===== src/serial_port_spi_clock_stop_map.svh =====
`ifndef SERIAL_PORT_SPI_CLOCK_STOP_MAP_SVH
`define SERIAL_PORT_SPI_CLOCK_STOP_MAP_SVH

// ----------------------------------------------------------------------
// Timing
// ----------------------------------------------------------------------
// Period of the CPU clock that serves as rate reference, in ns.
`define CPU_PERIOD_NS        10
// Period of ref_clk, in ns.
`define REF_PERIOD_NS        10
// Cycles of ref_clk in one rate unit of four CPU periods.
`define RATE_UNIT_CYC        ((4 * `CPU_PERIOD_NS) / `REF_PERIOD_NS)
// Strobe delay that lines up a master sample with the synchronised data.
`define SAMPLE_DELAY_CYC     4

// ----------------------------------------------------------------------
// Fixed configuration values
// ----------------------------------------------------------------------
`define SOURCE_SEL_CPU       1'b1
`define SLAVE_DIVIDER        8'h01
`define SYNC_POL_INVERT      1'b1
`define CLOCK_STOP_DELAYED   2'b11
`define CLOCK_POL_IDLE_HIGH  1'b1
`define DIR_EXTERNAL         1'b0
`define DIR_INTERNAL         1'b1

// ----------------------------------------------------------------------
// Pin index in the synchroniser vector
// ----------------------------------------------------------------------
`define PIN_CLK              0
`define PIN_TX_SYNC          1
`define PIN_RX_SYNC          2
`define PIN_DATA             3
`define PIN_COUNT            4

`endif


===== src/serial_port_spi_clock_stop_pkg.sv =====
package serial_port_spi_clock_stop_pkg;

    // Master sequencer states; one bit changes per step except into and out of st_tail.
    typedef enum logic [2:0] {
        st_idle  = 3'b000,
        st_lead  = 3'b001,
        st_first = 3'b011,
        st_low   = 3'b010,
        st_high  = 3'b110,
        st_tail  = 3'b111
    } seq_state_t;

    // Software configuration of the port.
    typedef struct packed {
        logic       master_en;          // 1 = master, 0 = slave.
        logic [1:0] clock_stop_mode;    // Only the delayed clock-stop mode is served.
        logic       tx_clock_polarity;  // Only idle-high polarity is served.
        logic [7:0] rate_clock_divider; // Divider used as master.
        logic [5:0] word_len;           // Bits per word minus one.
    } cfg_t;

    // Mode bits that the port applies, reported back to software.
    typedef struct packed {
        logic       rate_clock_source_sel;
        logic [7:0] rate_clock_divider;
        logic       tx_sync_polarity;
        logic       rx_sync_polarity;
        logic       tx_clock_dir_mode;
        logic       rx_clock_dir_mode;
        logic       tx_sync_dir_mode;
        logic       rx_sync_dir_mode;
    } mode_t;

endpackage : serial_port_spi_clock_stop_pkg


===== src/serial_port_spi_clock_stop.sv =====
// Overview of operation
// As slave, the rate clock runs at a quarter CPU rate: source and divider one.
// The rate clock source select is always one, choosing the CPU clock.
// Master bit clock period is (1 + divider) times four CPU periods.
// High phase is (d/2+1)*4P for even divider, (d+1)/2*4P otherwise. For divider zero the code gives (d+1)/2*4P.
// Low phase is (d/2)*4P for even divider, (d+1)/2*4P otherwise. For divider zero the code gives (d+1)/2*4P.
// Both sync polarity bits are one; master select output is active low.
// As slave, the active-low selects on both sync pins are inverted internally.
// Master: transmit clock and sync modes one, receive clock and sync modes zero.
// Slave: all four clock and sync direction mode bits are zero.
// Select goes low before the first clock edge; transfer starts on rising edge.
// Data is launched after a rising clock edge and sampled on a rising edge.
// Select falls one period before first falling edge; data one low phase later.
// Master holds select low for one high phase after the last rising edge.
// Master releases its data pin after the final bit, after a rising edge.
// Idle master holds clock high and select high; toggles only for word bits.
`timescale 1ns/1ns
`include "serial_port_spi_clock_stop_map.svh"

module serial_port_spi_clock_stop
    import serial_port_spi_clock_stop_pkg::*;
#(
    parameter int WORD_MAX = 32                     // Widest word served.
) (
    input  wire logic                ref_clk,              // System clock.
    input  wire logic                rstn,                 // Synchronous reset, low.
    input  wire cfg_t                cfg,                  // Port configuration.
    output logic                     cfg_unsupported,      // Mode other than 11b/idle high.
    output mode_t                    mode,                 // Applied mode bits.
    input  wire logic [WORD_MAX-1:0] tx_word,              // Word to send.
    input  wire logic                tx_valid,             // Word offered.
    output logic                     tx_ready,             // Word taken this cycle.
    output logic [WORD_MAX-1:0]      rx_word,              // Word received.
    output logic                     rx_valid,             // One-cycle receive pulse.
    output logic                     busy,                 // Master transfer running.
    input  wire logic                transmit_bit_clock_i, // Bit clock pin level.
    output logic                     transmit_bit_clock_o, // Bit clock drive.
    output logic                     transmit_bit_clock_oe,// Bit clock enable.
    input  wire logic                transmit_frame_sync_i,// Select pin level.
    output logic                     transmit_frame_sync_o,// Select drive.
    output logic                     transmit_frame_sync_oe,// Select enable.
    input  wire logic                receive_frame_sync_i, // Receive select pin.
    output logic                     serial_data_out,      // Data drive.
    output logic                     serial_data_out_oe,   // Data enable.
    input  wire logic                serial_data_in        // Data pin.
);

    // ------------------------------------------------------------------
    // Elaboration checks
    // ------------------------------------------------------------------
    if (WORD_MAX < 2 || WORD_MAX > 64) begin : g_bad_width
        $error("WORD_MAX must lie between 2 and 64");
    end

    // ------------------------------------------------------------------
    // Pin synchronisers
    // ------------------------------------------------------------------
    logic [`PIN_COUNT-1:0] s1_reg, s2_reg, s3_reg, stable_reg, stable_d_reg;
    logic [`PIN_COUNT-1:0] pins, stable_next;

    // A pin change counts once the second and third stages agree.
    always_comb begin
        pins        = {serial_data_in, receive_frame_sync_i,
                       transmit_frame_sync_i, transmit_bit_clock_i};
        stable_next = (~(s2_reg ^ s3_reg) & s3_reg) | ((s2_reg ^ s3_reg) & stable_reg);
    end

    // Synchroniser registers; reset reads clock and both selects high, data low.
    always_ff @(posedge ref_clk) begin
        if (!rstn) begin
            s1_reg       <= 4'h7;
            s2_reg       <= 4'h7;
            s3_reg       <= 4'h7;
            stable_reg   <= 4'h7;
            stable_d_reg <= 4'h7;
        end else begin
            s1_reg       <= pins;
            s2_reg       <= s1_reg;
            s3_reg       <= s2_reg;
            stable_reg   <= stable_next;
            stable_d_reg <= stable_reg;
        end
    end

    // ------------------------------------------------------------------
    // Bit clock phase lengths
    // ------------------------------------------------------------------
    // Length of one phase in ref_clk cycles, computed in half rate units.
    function automatic logic [9:0] phase_len(input logic [7:0] d, input logic high);
        logic [8:0] halves;
        halves = 9'h000;
        if (d == 8'h00 || d[0]) begin
            halves = {1'b0, d} + 9'h001;
        end else if (high) begin
            halves = {1'b0, d} + 9'h002;
        end else begin
            halves = {1'b0, d};
        end
        return 10'((int'(halves) * `RATE_UNIT_CYC) / 2);
    endfunction : phase_len

    // ------------------------------------------------------------------
    // Sequencer and shift logic
    // ------------------------------------------------------------------
    seq_state_t            state_reg, state_next;
    logic [9:0]            cnt_reg, cnt_next, h_cyc, l_cyc;
    logic [7:0]            div_reg, div_next;
    logic [5:0]            len_reg, len_next, tx_cnt_reg, tx_cnt_next;
    logic [5:0]            rx_cnt_reg, rx_cnt_next;
    logic [WORD_MAX-1:0]   tx_sh_reg, tx_sh_next, rx_sh_reg, rx_sh_next;
    logic [WORD_MAX-1:0]   rx_word_next, loaded;
    logic                  clk_reg, clk_next, sel_reg, sel_next;
    logic                  dout_reg, dout_next, doe_reg, doe_next, rx_valid_next;
    logic [`SAMPLE_DELAY_CYC-1:0] samp_reg, samp_next;
    mode_t                 mode_next;
    logic                  unsup_next, tx_sel, rx_sel, tx_sel_on, clk_rise, strobe;

    always_comb begin
        h_cyc      = phase_len(div_reg, 1'b1);
        l_cyc      = phase_len(div_reg, 1'b0);
        tx_sel     = ~stable_reg[`PIN_TX_SYNC];
        rx_sel     = ~stable_reg[`PIN_RX_SYNC];
        tx_sel_on  = tx_sel & stable_d_reg[`PIN_TX_SYNC];
        clk_rise   = stable_reg[`PIN_CLK] & ~stable_d_reg[`PIN_CLK];
        loaded     = (tx_word << (WORD_MAX - 1 - int'(cfg.word_len)));
        tx_ready   = cfg.master_en ? (state_reg == st_idle) : tx_sel_on;
        state_next = state_reg;
        cnt_next   = cnt_reg;
        div_next   = div_reg;
        len_next   = len_reg;
        tx_cnt_next = tx_cnt_reg;
        rx_cnt_next = rx_cnt_reg;
        tx_sh_next = tx_sh_reg;
        rx_sh_next = rx_sh_reg;
        rx_word_next = rx_word;
        clk_next   = clk_reg;
        sel_next   = sel_reg;
        dout_next  = dout_reg;
        doe_next   = doe_reg;
        rx_valid_next = 1'b0;
        samp_next  = {samp_reg[`SAMPLE_DELAY_CYC-2:0], 1'b0};
        strobe     = 1'b0;
        // Mode bits follow the role; source and polarities are fixed.
        mode_next.rate_clock_source_sel = `SOURCE_SEL_CPU;
        mode_next.rate_clock_divider    = cfg.master_en ? cfg.rate_clock_divider
                                                        : `SLAVE_DIVIDER;
        mode_next.tx_sync_polarity      = `SYNC_POL_INVERT;
        mode_next.rx_sync_polarity      = `SYNC_POL_INVERT;
        mode_next.tx_clock_dir_mode = cfg.master_en ? `DIR_INTERNAL : `DIR_EXTERNAL;
        mode_next.rx_clock_dir_mode = `DIR_EXTERNAL;
        mode_next.tx_sync_dir_mode  = cfg.master_en ? `DIR_INTERNAL : `DIR_EXTERNAL;
        mode_next.rx_sync_dir_mode  = `DIR_EXTERNAL;
        unsup_next = (cfg.clock_stop_mode != `CLOCK_STOP_DELAYED) ||
                     (cfg.tx_clock_polarity != `CLOCK_POL_IDLE_HIGH);
        if (cfg.master_en) begin
            if (cnt_reg != 10'h000) begin
                cnt_next = cnt_reg - 10'h001;
            end
            case (state_reg)
                st_idle: begin
                    clk_next = `CLOCK_POL_IDLE_HIGH;
                    sel_next = 1'b1;
                    doe_next = 1'b0;
                    if (tx_valid) begin
                        div_next    = cfg.rate_clock_divider;
                        len_next    = cfg.word_len;
                        tx_cnt_next = cfg.word_len;
                        tx_sh_next  = loaded;
                        sel_next    = 1'b0;
                        cnt_next    = phase_len(cfg.rate_clock_divider, 1'b0) - 10'h001;
                        state_next  = st_lead;
                    end
                end
                st_lead: begin
                    // First bit appears one low phase after select falls.
                    if (cnt_reg == 10'h000) begin
                        dout_next  = tx_sh_reg[WORD_MAX-1];
                        doe_next   = 1'b1;
                        cnt_next   = h_cyc - 10'h001;
                        state_next = st_first;
                    end
                end
                st_first: begin
                    // Clock first falls one full period after select.
                    if (cnt_reg == 10'h000) begin
                        clk_next   = 1'b0;
                        cnt_next   = l_cyc - 10'h001;
                        state_next = st_low;
                    end
                end
                st_low: begin
                    if (cnt_reg == 10'h000) begin
                        clk_next  = 1'b1;
                        samp_next[0] = 1'b1;
                        cnt_next  = h_cyc - 10'h001;
                        if (tx_cnt_reg == 6'h00) begin
                            doe_next   = 1'b0;
                            state_next = st_tail;
                        end else begin
                            tx_sh_next  = {tx_sh_reg[WORD_MAX-2:0], 1'b0};
                            dout_next   = tx_sh_reg[WORD_MAX-2];
                            tx_cnt_next = tx_cnt_reg - 6'h01;
                            state_next  = st_high;
                        end
                    end
                end
                st_high: begin
                    if (cnt_reg == 10'h000) begin
                        clk_next   = 1'b0;
                        cnt_next   = l_cyc - 10'h001;
                        state_next = st_low;
                    end
                end
                st_tail: begin
                    // Select stays low one high phase past the last rise.
                    if (cnt_reg == 10'h000) begin
                        sel_next   = 1'b1;
                        state_next = st_idle;
                    end
                end
                default: begin
                    state_next = st_idle;
                end
            endcase
            strobe = samp_reg[`SAMPLE_DELAY_CYC-1];
        end else begin
            // Slave: clock and select come from the pins.
            state_next = st_idle;
            clk_next   = `CLOCK_POL_IDLE_HIGH;
            sel_next   = 1'b1;
            len_next   = cfg.word_len;
            doe_next   = tx_sel;
            if (tx_sel_on) begin
                tx_sh_next = tx_valid ? loaded : '0;
                dout_next  = tx_valid ? loaded[WORD_MAX-1] : 1'b0;
            end else if (tx_sel && clk_rise) begin
                tx_sh_next = {tx_sh_reg[WORD_MAX-2:0], 1'b0};
                dout_next  = tx_sh_reg[WORD_MAX-2];
            end
            strobe = rx_sel & clk_rise;
            if (!rx_sel) begin
                rx_cnt_next = 6'h00;
            end
        end
        // Receive: every strobe takes one bit, the word ends after len plus one bits.
        if (strobe) begin
            rx_sh_next = {rx_sh_reg[WORD_MAX-2:0], stable_reg[`PIN_DATA]};
            if (rx_cnt_reg == len_reg) begin
                rx_cnt_next   = 6'h00;
                rx_valid_next = 1'b1;
                rx_word_next  = {rx_sh_reg[WORD_MAX-2:0], stable_reg[`PIN_DATA]} &
                                ({WORD_MAX{1'b1}} >> (WORD_MAX - 1 - int'(len_reg)));
            end else begin
                rx_cnt_next = rx_cnt_reg + 6'h01;
            end
        end
    end

    // Registers of the sequencer, the shifters and the mode report.
    always_ff @(posedge ref_clk) begin
        if (!rstn) begin
            state_reg       <= st_idle;
            cnt_reg         <= 10'h000;
            div_reg         <= 8'h00;
            len_reg         <= 6'h00;
            tx_cnt_reg      <= 6'h00;
            rx_cnt_reg      <= 6'h00;
            tx_sh_reg       <= '0;
            rx_sh_reg       <= '0;
            rx_word         <= '0;
            rx_valid        <= 1'b0;
            clk_reg         <= 1'b1;
            sel_reg         <= 1'b1;
            dout_reg        <= 1'b0;
            doe_reg         <= 1'b0;
            samp_reg        <= '0;
            mode            <= '0;
            cfg_unsupported <= 1'b0;
        end else begin
            state_reg       <= state_next;
            cnt_reg         <= cnt_next;
            div_reg         <= div_next;
            len_reg         <= len_next;
            tx_cnt_reg      <= tx_cnt_next;
            rx_cnt_reg      <= rx_cnt_next;
            tx_sh_reg       <= tx_sh_next;
            rx_sh_reg       <= rx_sh_next;
            rx_word         <= rx_word_next;
            rx_valid        <= rx_valid_next;
            clk_reg         <= clk_next;
            sel_reg         <= sel_next;
            dout_reg        <= dout_next;
            doe_reg         <= doe_next;
            samp_reg        <= samp_next;
            mode            <= mode_next;
            cfg_unsupported <= unsup_next;
        end
    end

    // Pin drive: clock and select are driven only as master.
    assign transmit_bit_clock_o   = clk_reg;
    assign transmit_bit_clock_oe  = mode.tx_clock_dir_mode;
    assign transmit_frame_sync_o  = sel_reg;
    assign transmit_frame_sync_oe = mode.tx_sync_dir_mode;
    assign serial_data_out        = dout_reg;
    assign serial_data_out_oe     = doe_reg;
    assign busy                   = (state_reg != st_idle);

    // ------------------------------------------------------------------
    // Assertions
    // ------------------------------------------------------------------
    logic [9:0] hi_cnt_reg, lo_cnt_reg;

    // Helper counters of the high and low time of the driven clock.
    always_ff @(posedge ref_clk) begin
        if (!rstn) begin
            hi_cnt_reg <= 10'h000;
            lo_cnt_reg <= 10'h000;
        end else begin
            hi_cnt_reg <= clk_reg ? 10'(hi_cnt_reg + 10'h001) : 10'h000;
            lo_cnt_reg <= clk_reg ? 10'h000 : 10'(lo_cnt_reg + 10'h001);
        end
    end
endmodule : serial_port_spi_clock_stop


===== config.mk =====
export PLATFORM = sky130hd
export DESIGN_NAME = serial_port_spi_clock_stop
export DESIGN_NICKNAME = d
export VERILOG_FILES = /design/src/serial_port_spi_clock_stop_pkg.sv /design/src/serial_port_spi_clock_stop.sv
export VERILOG_INCLUDE_DIRS = /design/src
export SDC_FILE = /design/constraint.sdc
export NUM_CORES = 1
export LEC_CHECK = 0
export BUFFER_PORTS_ARGS = -buffer_cell sky130_fd_sc_hd__buf_2
export CAP_MARGIN = 20
export CORE_UTILIZATION = 40
export CTS_BUF_LIST = sky130_fd_sc_hd__clkbuf_8
export DETAILED_ROUTE_END_ITERATION = 16
export PLACE_DENSITY = 0.57
export SETUP_SLACK_MARGIN = 0.05
export SLEW_MARGIN = 10
export SYNTH_ARGS = -nofsm -noshare
export SYNTH_HDL_FRONTEND = slang
export SYNTH_SLANG_ARGS = --single-unit

===== constraint.sdc =====
create_clock -name ref_clk -period 3.8 [get_ports ref_clk]
set_input_delay 1.14 -clock ref_clk [delete_from_list [all_inputs] [get_ports ref_clk]]
set_output_delay 1.14 -clock ref_clk [all_outputs]
set_load 0.01 [all_outputs]

==> metrics.cfg, run 1 <==
[synthesis]
yosys-top-cells-area=sky130_fd_sc_hd__dfxtp_1 (34%), sky130_fd_sc_hd__a21oi_1 (7.9%), sky130_fd_sc_hd__nand2_1 (6.0%)
post-synth-top-area-cell=sky130_fd_sc_hd__dfxtp_1
seq_area_frac_synth_pct=34.0
synth-main-ff-cell=sky130_fd_sc_hd__dfxtp_1
synthesis.area_per_instance_um2=7.87
synthXorXnorAreaFrac_pct=3.98
async_reset_ff_share_pct=0
synth_compound_gate_area_share_pct=21.9
synthSimpleGateAreaFrac_pct=23.2
postSynthRegisterBits=172
post_synth_fa_ha_maj_area_fraction_pct=1.61
distinct_cells_synth=78
synth.cell_area_um2=10100
synth_top_area_share_pct=34.0
synth_top_family_by_area=simple AND/OR/NAND/NOR gates
count_of_flip_flops_with_a_built_in_enable_after_synthesis=0
multiplexer_share_of_the_synthesized_area_pct=9.43
syn_inst=1286
yosys_warnings=0

[placed_design]
post-dp-hpwl_um=19900
dp_worst_setup_slack_ns=0.424
port-buffer-count=111
placed_cells_incl_taps=1640
globalplace.congestion=0.892
place_area_um2=10900

[pwr]
p_total_uw=4120
cellPowerDensity_nw_per_um2=363
p_leak_uw=0.00427
vdd_ir_drop_max_mv=0.188

[cells_and_area]
design_area_um2=11300
post_route_cells_drive_above_1_share_pct=17.4
antennaDiodeCount=0
fillerInstances=2497
final_stage_net_count=1405
final_cell_count_no_fill=1672
layout-area-overhead-vs-synth_pct=12.0

[global_routing]
grt.overflow.total=0
via_count_of_the_first_global_routing_pass=8472
grt_start_max_net_pins=57
grt_first_pass_wirelength_um=45600
number_of_antenna_violations_at_the_first_check_in_global_routing=0
total_track_usage_pct=21.6

[sta]
fin_crit_sh_pct=85.4
setup-violations-final=0
finalSetupTns_ns=0
final.setup.worst_slack_ns=0.556
max-slew-margin-rel_pct=37.0
max_clock_freq_mhz=308
timing_hold_violations_final=0
report.final.slew_viol_count=0
fin_skew_ns=0.0282
tightestPinTransition_ns=0.941
finalCriticalPeriod_ns=3.24
setup_repair_after_global_routing_missed_its_margin=no

[clocking]
clk_transition_reported_paths_ns=0.11
clkLatencyLatePin_ns=0.48
tritoncts_num_sinks=172
cts-buffers-inserted=17
cts_hold_buffers=0
cts_post_setup_buffers_inserted=0
post_cts_resize_count=0
clock_tree.root_cell=sky130_fd_sc_hd__clkbuf_8
tritoncts=done
clock_tree.buffer_depth=2
htree_levels=4

[routing]
antenna_left=0
drt-wirelength-per-cell_um=16.9
remaining_drc_errors=0
postRouteWirelength_um=28200
dr.pass1.iters=5
drt_iter0_drc=783
post_drt_via_cell_ratio=5.72
dr_total_vias=9571

[die]
num_io_pins=114
floorplan.core_area_um2=24600
floorplan.initialDensity_pct=41.1
dieWidth_um=161
dieArea_um2=26000
die-height_um=161
fp-row-count=57

[min_path]
hp-class=reg -> reg

[outcome]
outcome=finished, final reports clean

[setup_path]
crit_arrival_ns=2.10
setup.worst_path.start_class=flop
crit_type=reg -> out
crit_path_capture_type=primary output
path_max_fanout=17
cp_data_required_time_ns=2.66

[flow_run]
maxCapViolCount=0

==> metrics by stage <==
step	utilization [%]	hold slack, ns
after global routing	46.1	0.455
after floorplan	-	0.386
final	46.1	0.414
after global placement	44.4	0.394
after CTS	46.1	0.415
after detailed placement	44.4	0.401
==> layer usage <==
layer  track usage (%)  wire length (µm)  vias to the layer above
met4              5.66               367                        0
met3              2.77              1530                       29
met5                 0                 0                        -
li1                  -                 -                     4727
met1              33.6             14500                     4510
met2              30.9             11800                      305
==> cell usage in the layout (no fill, tap or decap), types with 8 or more instances in the layout <==
cell type	n
sky130_fd_sc_hd__dfxtp_1	172
sky130_fd_sc_hd__nand2_1	163
sky130_fd_sc_hd__a21oi_1	158
sky130_fd_sc_hd__nor2_1	120
sky130_fd_sc_hd__buf_2	111
sky130_fd_sc_hd__o21ai_0	66
sky130_fd_sc_hd__nand3_1	42
sky130_fd_sc_hd__nor3_1	37
sky130_fd_sc_hd__mux2i_1	29
sky130_fd_sc_hd__buf_4	27
sky130_fd_sc_hd__mux4_2	26
sky130_fd_sc_hd__xor2_1	25
sky130_fd_sc_hd__nand2b_1	24
sky130_fd_sc_hd__inv_1	23
sky130_fd_sc_hd__xnor2_1	21
sky130_fd_sc_hd__nand4_1	18
sky130_fd_sc_hd__clkbuf_8	17
sky130_fd_sc_hd__a31oi_1	13
sky130_fd_sc_hd__ha_1	13
sky130_fd_sc_hd__and2_1	11
sky130_fd_sc_hd__a211oi_1	11
sky130_fd_sc_hd__o22ai_1	11
sky130_fd_sc_hd__a32oi_1	10
sky130_fd_sc_hd__o2111ai_1	10
sky130_fd_sc_hd__nor4b_1	10
sky130_fd_sc_hd__and3_1	10
sky130_fd_sc_hd__or2_2	9
sky130_fd_sc_hd__nor2b_1	9
sky130_fd_sc_hd__a221oi_1	8
==> cell families after synthesis <==
family / Yosys count
XOR/XNOR: 46
buffers and inverters: 141
other: 1
adder cells (fa/ha/maj): 13
AO/OA/AOI/OAI: 359
flip-flops: 172
AND/OR/NAND/NOR: 492
multiplexers: 62
==> critical path, cell delays in order (launching register included) <==
cell,delay (ns)
sky130_fd_sc_hd__dfxtp_1,0.52
sky130_fd_sc_hd__nor3_1,0.71
sky130_fd_sc_hd__a21o_1,0.27
sky130_fd_sc_hd__buf_2,0.15
==> power by group <==
group          internal, µW  switching, µW
Clock                   512            835
Sequential             1860           61.4
Combinational           340            504
==> layout make-up <==
class	count	area, µm²	share of cell area [%]
flip-flops and latches	172	3440	30.4
clock buffers	17	234	2.06
well taps	324	405	3.58
multi-input cells	974	6120	54.0
inverters	28	105	0.927
clock inverters	15	191	1.69
repair buffers	142	838	7.39
==> cells in the mapped netlist, types with 13 or more instances <==
| cell | n |
|---|---|
| sky130_fd_sc_hd__inv_1 | 23 |
| sky130_fd_sc_hd__dfxtp_1 | 172 |
| sky130_fd_sc_hd__nor2_1 | 120 |
| sky130_fd_sc_hd__nand2b_1 | 24 |
| sky130_fd_sc_hd__a21oi_1 | 159 |
| sky130_fd_sc_hd__buf_2 | 13 |
| sky130_fd_sc_hd__mux2i_1 | 29 |
| sky130_fd_sc_hd__xor2_1 | 25 |
| sky130_fd_sc_hd__ha_1 | 13 |
| sky130_fd_sc_hd__nand4_1 | 18 |
| sky130_fd_sc_hd__xnor2_1 | 21 |
| sky130_fd_sc_hd__nand3_1 | 42 |
| sky130_fd_sc_hd__clkbuf_1 | 81 |
| sky130_fd_sc_hd__nor3_1 | 38 |
| sky130_fd_sc_hd__o21ai_0 | 66 |
| sky130_fd_sc_hd__mux4_2 | 26 |
| sky130_fd_sc_hd__a31oi_1 | 13 |
| sky130_fd_sc_hd__nand2_1 | 163 |
==> final timing paths <==
path / startpoint / cells past startpoint / to / slack (ns)
min: s1_reg[2]$_SDFF_PN1_ / 1 / s2_reg[2]$_SDFF_PN1_ / 0.41
max reg2reg: div_reg[0]$_SDFFE_PN0P_ / 10 / cnt_reg[9]$_SDFFE_PN0P_ / 0.63
max: state_reg[2]$_SDFFE_PN0P_ / 3 / tx_ready / 0.56
min reg2reg: s1_reg[2]$_SDFF_PN1_ / 1 / s2_reg[2]$_SDFF_PN1_ / 0.41
(Power assumes the default switching activity.)
==> inputs of run 2 (changes only) <==
--- a/config.mk
+++ b/config.mk
@@ -9,9 +9,8 @@
 export BUFFER_PORTS_ARGS = -buffer_cell sky130_fd_sc_hd__buf_2
 export CAP_MARGIN = 20
 export CORE_UTILIZATION = 40
-export CTS_BUF_LIST = sky130_fd_sc_hd__clkbuf_8
 export DETAILED_ROUTE_END_ITERATION = 16
-export PLACE_DENSITY = 0.57
+export PLACE_DENSITY = 0.56
 export SETUP_SLACK_MARGIN = 0.05
 export SLEW_MARGIN = 10
 export SYNTH_ARGS = -nofsm -noshare
==> run 2 against run 1 <==
Effect of this change:
- global-route usage up 0.40 points
- clock power up 31%
- clock-buffer cell count unchanged
- sequential share of layout area down 0.53 points
- largest cell class unchanged
- non-clock buffer count up 8
- highest routed layer unchanged
- largest power group unchanged
- utilization up 0.81 points
- via count up 0.48%
- flip-flop and latch count unchanged
==> metrics.cfg, run 2 (same netlist as run 1, synthesis figures left out) <==
[outcome]
outcome=finished, final reports clean

[placed_design]
port-buffer-count=111  ; unchanged
globalplace.congestion=0.877  ; -1.7%
post-dp-hpwl_um=20100  ; +1.3%
dp_worst_setup_slack_ns=0.394  ; -0.0303 ns
place_area_um2=10900  ; +0.10%

[sta]
fin_skew_ns=0.0162  ; -0.0120 ns
setup_repair_after_global_routing_missed_its_margin=no
tightestPinTransition_ns=0.851  ; -0.0900 ns
max_clock_freq_mhz=309  ; +0.19%
setup-violations-final=0  ; unchanged
timing_hold_violations_final=0  ; unchanged
finalCriticalPeriod_ns=3.24  ; -0.00608 ns
finalSetupTns_ns=0  ; unchanged
finalHoldWorstSlack_ns=0.412  ; -0.00134 ns
max-slew-margin-rel_pct=43.0  ; +6.0 points
final.setup.worst_slack_ns=0.562  ; +0.00608 ns
fin_crit_sh_pct=85.2  ; -0.16 points
report.final.slew_viol_count=0  ; unchanged

[min_path]
worst_hold_startpoint=s1_reg[0]$_SDFF_PN1_
hp-class=reg -> reg

[clocking]
tritoncts_num_sinks=172  ; unchanged
clk_transition_reported_paths_ns=0.07  ; -0.04 ns
clock_tree.buffer_depth=2  ; unchanged
tritoncts=done
cts_post_setup_buffers_inserted=0  ; unchanged
cts_hold_buffers=0  ; unchanged
post_cts_resize_count=0  ; unchanged
htree_levels=4  ; unchanged
clock_tree.root_cell=sky130_fd_sc_hd__clkbuf_16
cts-buffers-inserted=17  ; unchanged
clkLatencyLatePin_ns=0.44  ; -0.04 ns

[cells_and_area]
antennaDiodeCount=0  ; unchanged
layout.cells.most_common_list=sky130_fd_sc_hd__dfxtp_1 (172), sky130_fd_sc_hd__nand2_1 (163), sky130_fd_sc_hd__a21oi_1 (158)
design_area_um2=11500  ; +1.8%
fillerInstances=2488  ; -0.36%
final_common_cell=sky130_fd_sc_hd__dfxtp_1
post_route_cells_drive_above_1_share_pct=17.8  ; +0.49 points
layout-area-overhead-vs-synth_pct=14.0
final_stage_net_count=1413  ; +0.57%

[global_routing]
total_track_usage_pct=22.0  ; +0.40 points
grt_start_max_net_pins=66  ; +16%
grt_first_pass_wirelength_um=46600  ; +2.1%
via_count_of_the_first_global_routing_pass=8585  ; +1.3%
number_of_antenna_violations_at_the_first_check_in_global_routing=0  ; unchanged
grt.overflow.total=0  ; unchanged

[setup_path]
crit_path_capture_type=primary output
worst_path_max_delay_cell=sky130_fd_sc_hd__nor3_1
worstPathCellList=nor3_1, inv_1, buf_2
critical_path_buf_inv_count=2  ; +1
path_max_fanout=15  ; -2
cp_data_required_time_ns=2.66  ; about the same
crit_path_from=state_reg[0]$_SDFFE_PN0P_
cp_top_family=simple AND/OR/NAND/NOR gates
setup.worst_path.start_class=flop
crit_arrival_ns=2.10  ; about the same
critical_path.reg2reg.startpoint=div_reg[0]$_SDFFE_PN0P_
crit_path_max_incr_delay_ns=0.75  ; +0.04 ns
crit_type=reg -> out

[routing]
remaining_drc_errors=0  ; unchanged
antenna_left=0  ; unchanged
dr_total_vias=9617  ; +0.48%
postRouteWirelength_um=28500  ; +0.77%
drt_iter0_drc=833  ; +6.4%
dr.pass1.iters=5  ; unchanged
post_drt_via_cell_ratio=5.72  ; about the same
drt-wirelength-per-cell_um=16.9  ; +0.29%

[die]
num_io_pins=114  ; unchanged
floorplan.core_area_um2=24600  ; unchanged
die-height_um=161  ; unchanged
fp-row-count=57  ; unchanged
floorplan.initialDensity_pct=41.1  ; unchanged
dieWidth_um=161  ; unchanged
dieArea_um2=26000  ; unchanged

[pwr]
vdd_ir_drop_max_mv=0.236  ; +25%
cellPowerDensity_nw_per_um2=393  ; +8.4%
p_leak_uw=0.00438  ; +2.5%

[flow_run]
maxCapViolCount=0  ; unchanged

-- run 2: cell types whose count changed in the layout (fill, tap and decap cells not counted), moves of 4 or more --
| cell | previous run | this run |
|---|---|---|
| sky130_fd_sc_hd__buf_12 | 4 | 0 |
| sky130_fd_sc_hd__clkbuf_16 | 0 | 17 |
| sky130_fd_sc_hd__clkbuf_8 | 17 | 0 |
| sky130_fd_sc_hd__buf_4 | 27 | 39 |
-- run 2: layer usage --
layer	GRT usage [%]	share of wire, %	vias to the layer above
li1	-	-	4736
met1	33.8	51	4536
met2	31.8	42	323
met3	3.39	5.8	22
met4	5.27	1.1	0
met5	0	0	-
-- run 2: worst paths after layout --
kind | to | slack [ns] | cells after the start
setup / recovery | busy | 0.56 | 3
hold / removal | s2_reg[0]$_SDFF_PN1_ | 0.41 | 1
setup reg to reg | cnt_reg[9]$_SDFFE_PN0P_ | 0.60 | 10
hold reg to reg | s2_reg[0]$_SDFF_PN1_ | 0.41 | 1
-- run 2: layout make-up --
type	count	area, µm²	area share, %
clock inverter	15	189	1.64
sequential	172	3440	29.8
multi-input combinational	974	6120	53.0
timing repair buffer	150	848	7.35
clock buffer	17	425	3.69
tap	324	405	3.51
inverter	28	106	0.922
-- run 2: where the power goes --
group | leakage, µW | total (µW) | internal, µW | switching, µW
sequential | 0.00140 | 1920 | 1860 | 55.6
combinational | 0.00269 | 849 | 338 | 511
clock | 0.000290 | 1770 | 897 | 874
total | 0.00438 | 4540 | 3100 | 1440
-- run 2: metrics by stage --
step / power [µW] / utilization (%) / instances
detailed placement: 2790 / 44.4 / 1648
global placement: 2790 / 44.4 / 1648
floorplan: 2550 / - / 1287
CTS: 4570 / 46.9 / 1680
finish: 4540 / 46.9 / 1680
global route: 4760 / 46.9 / 1680
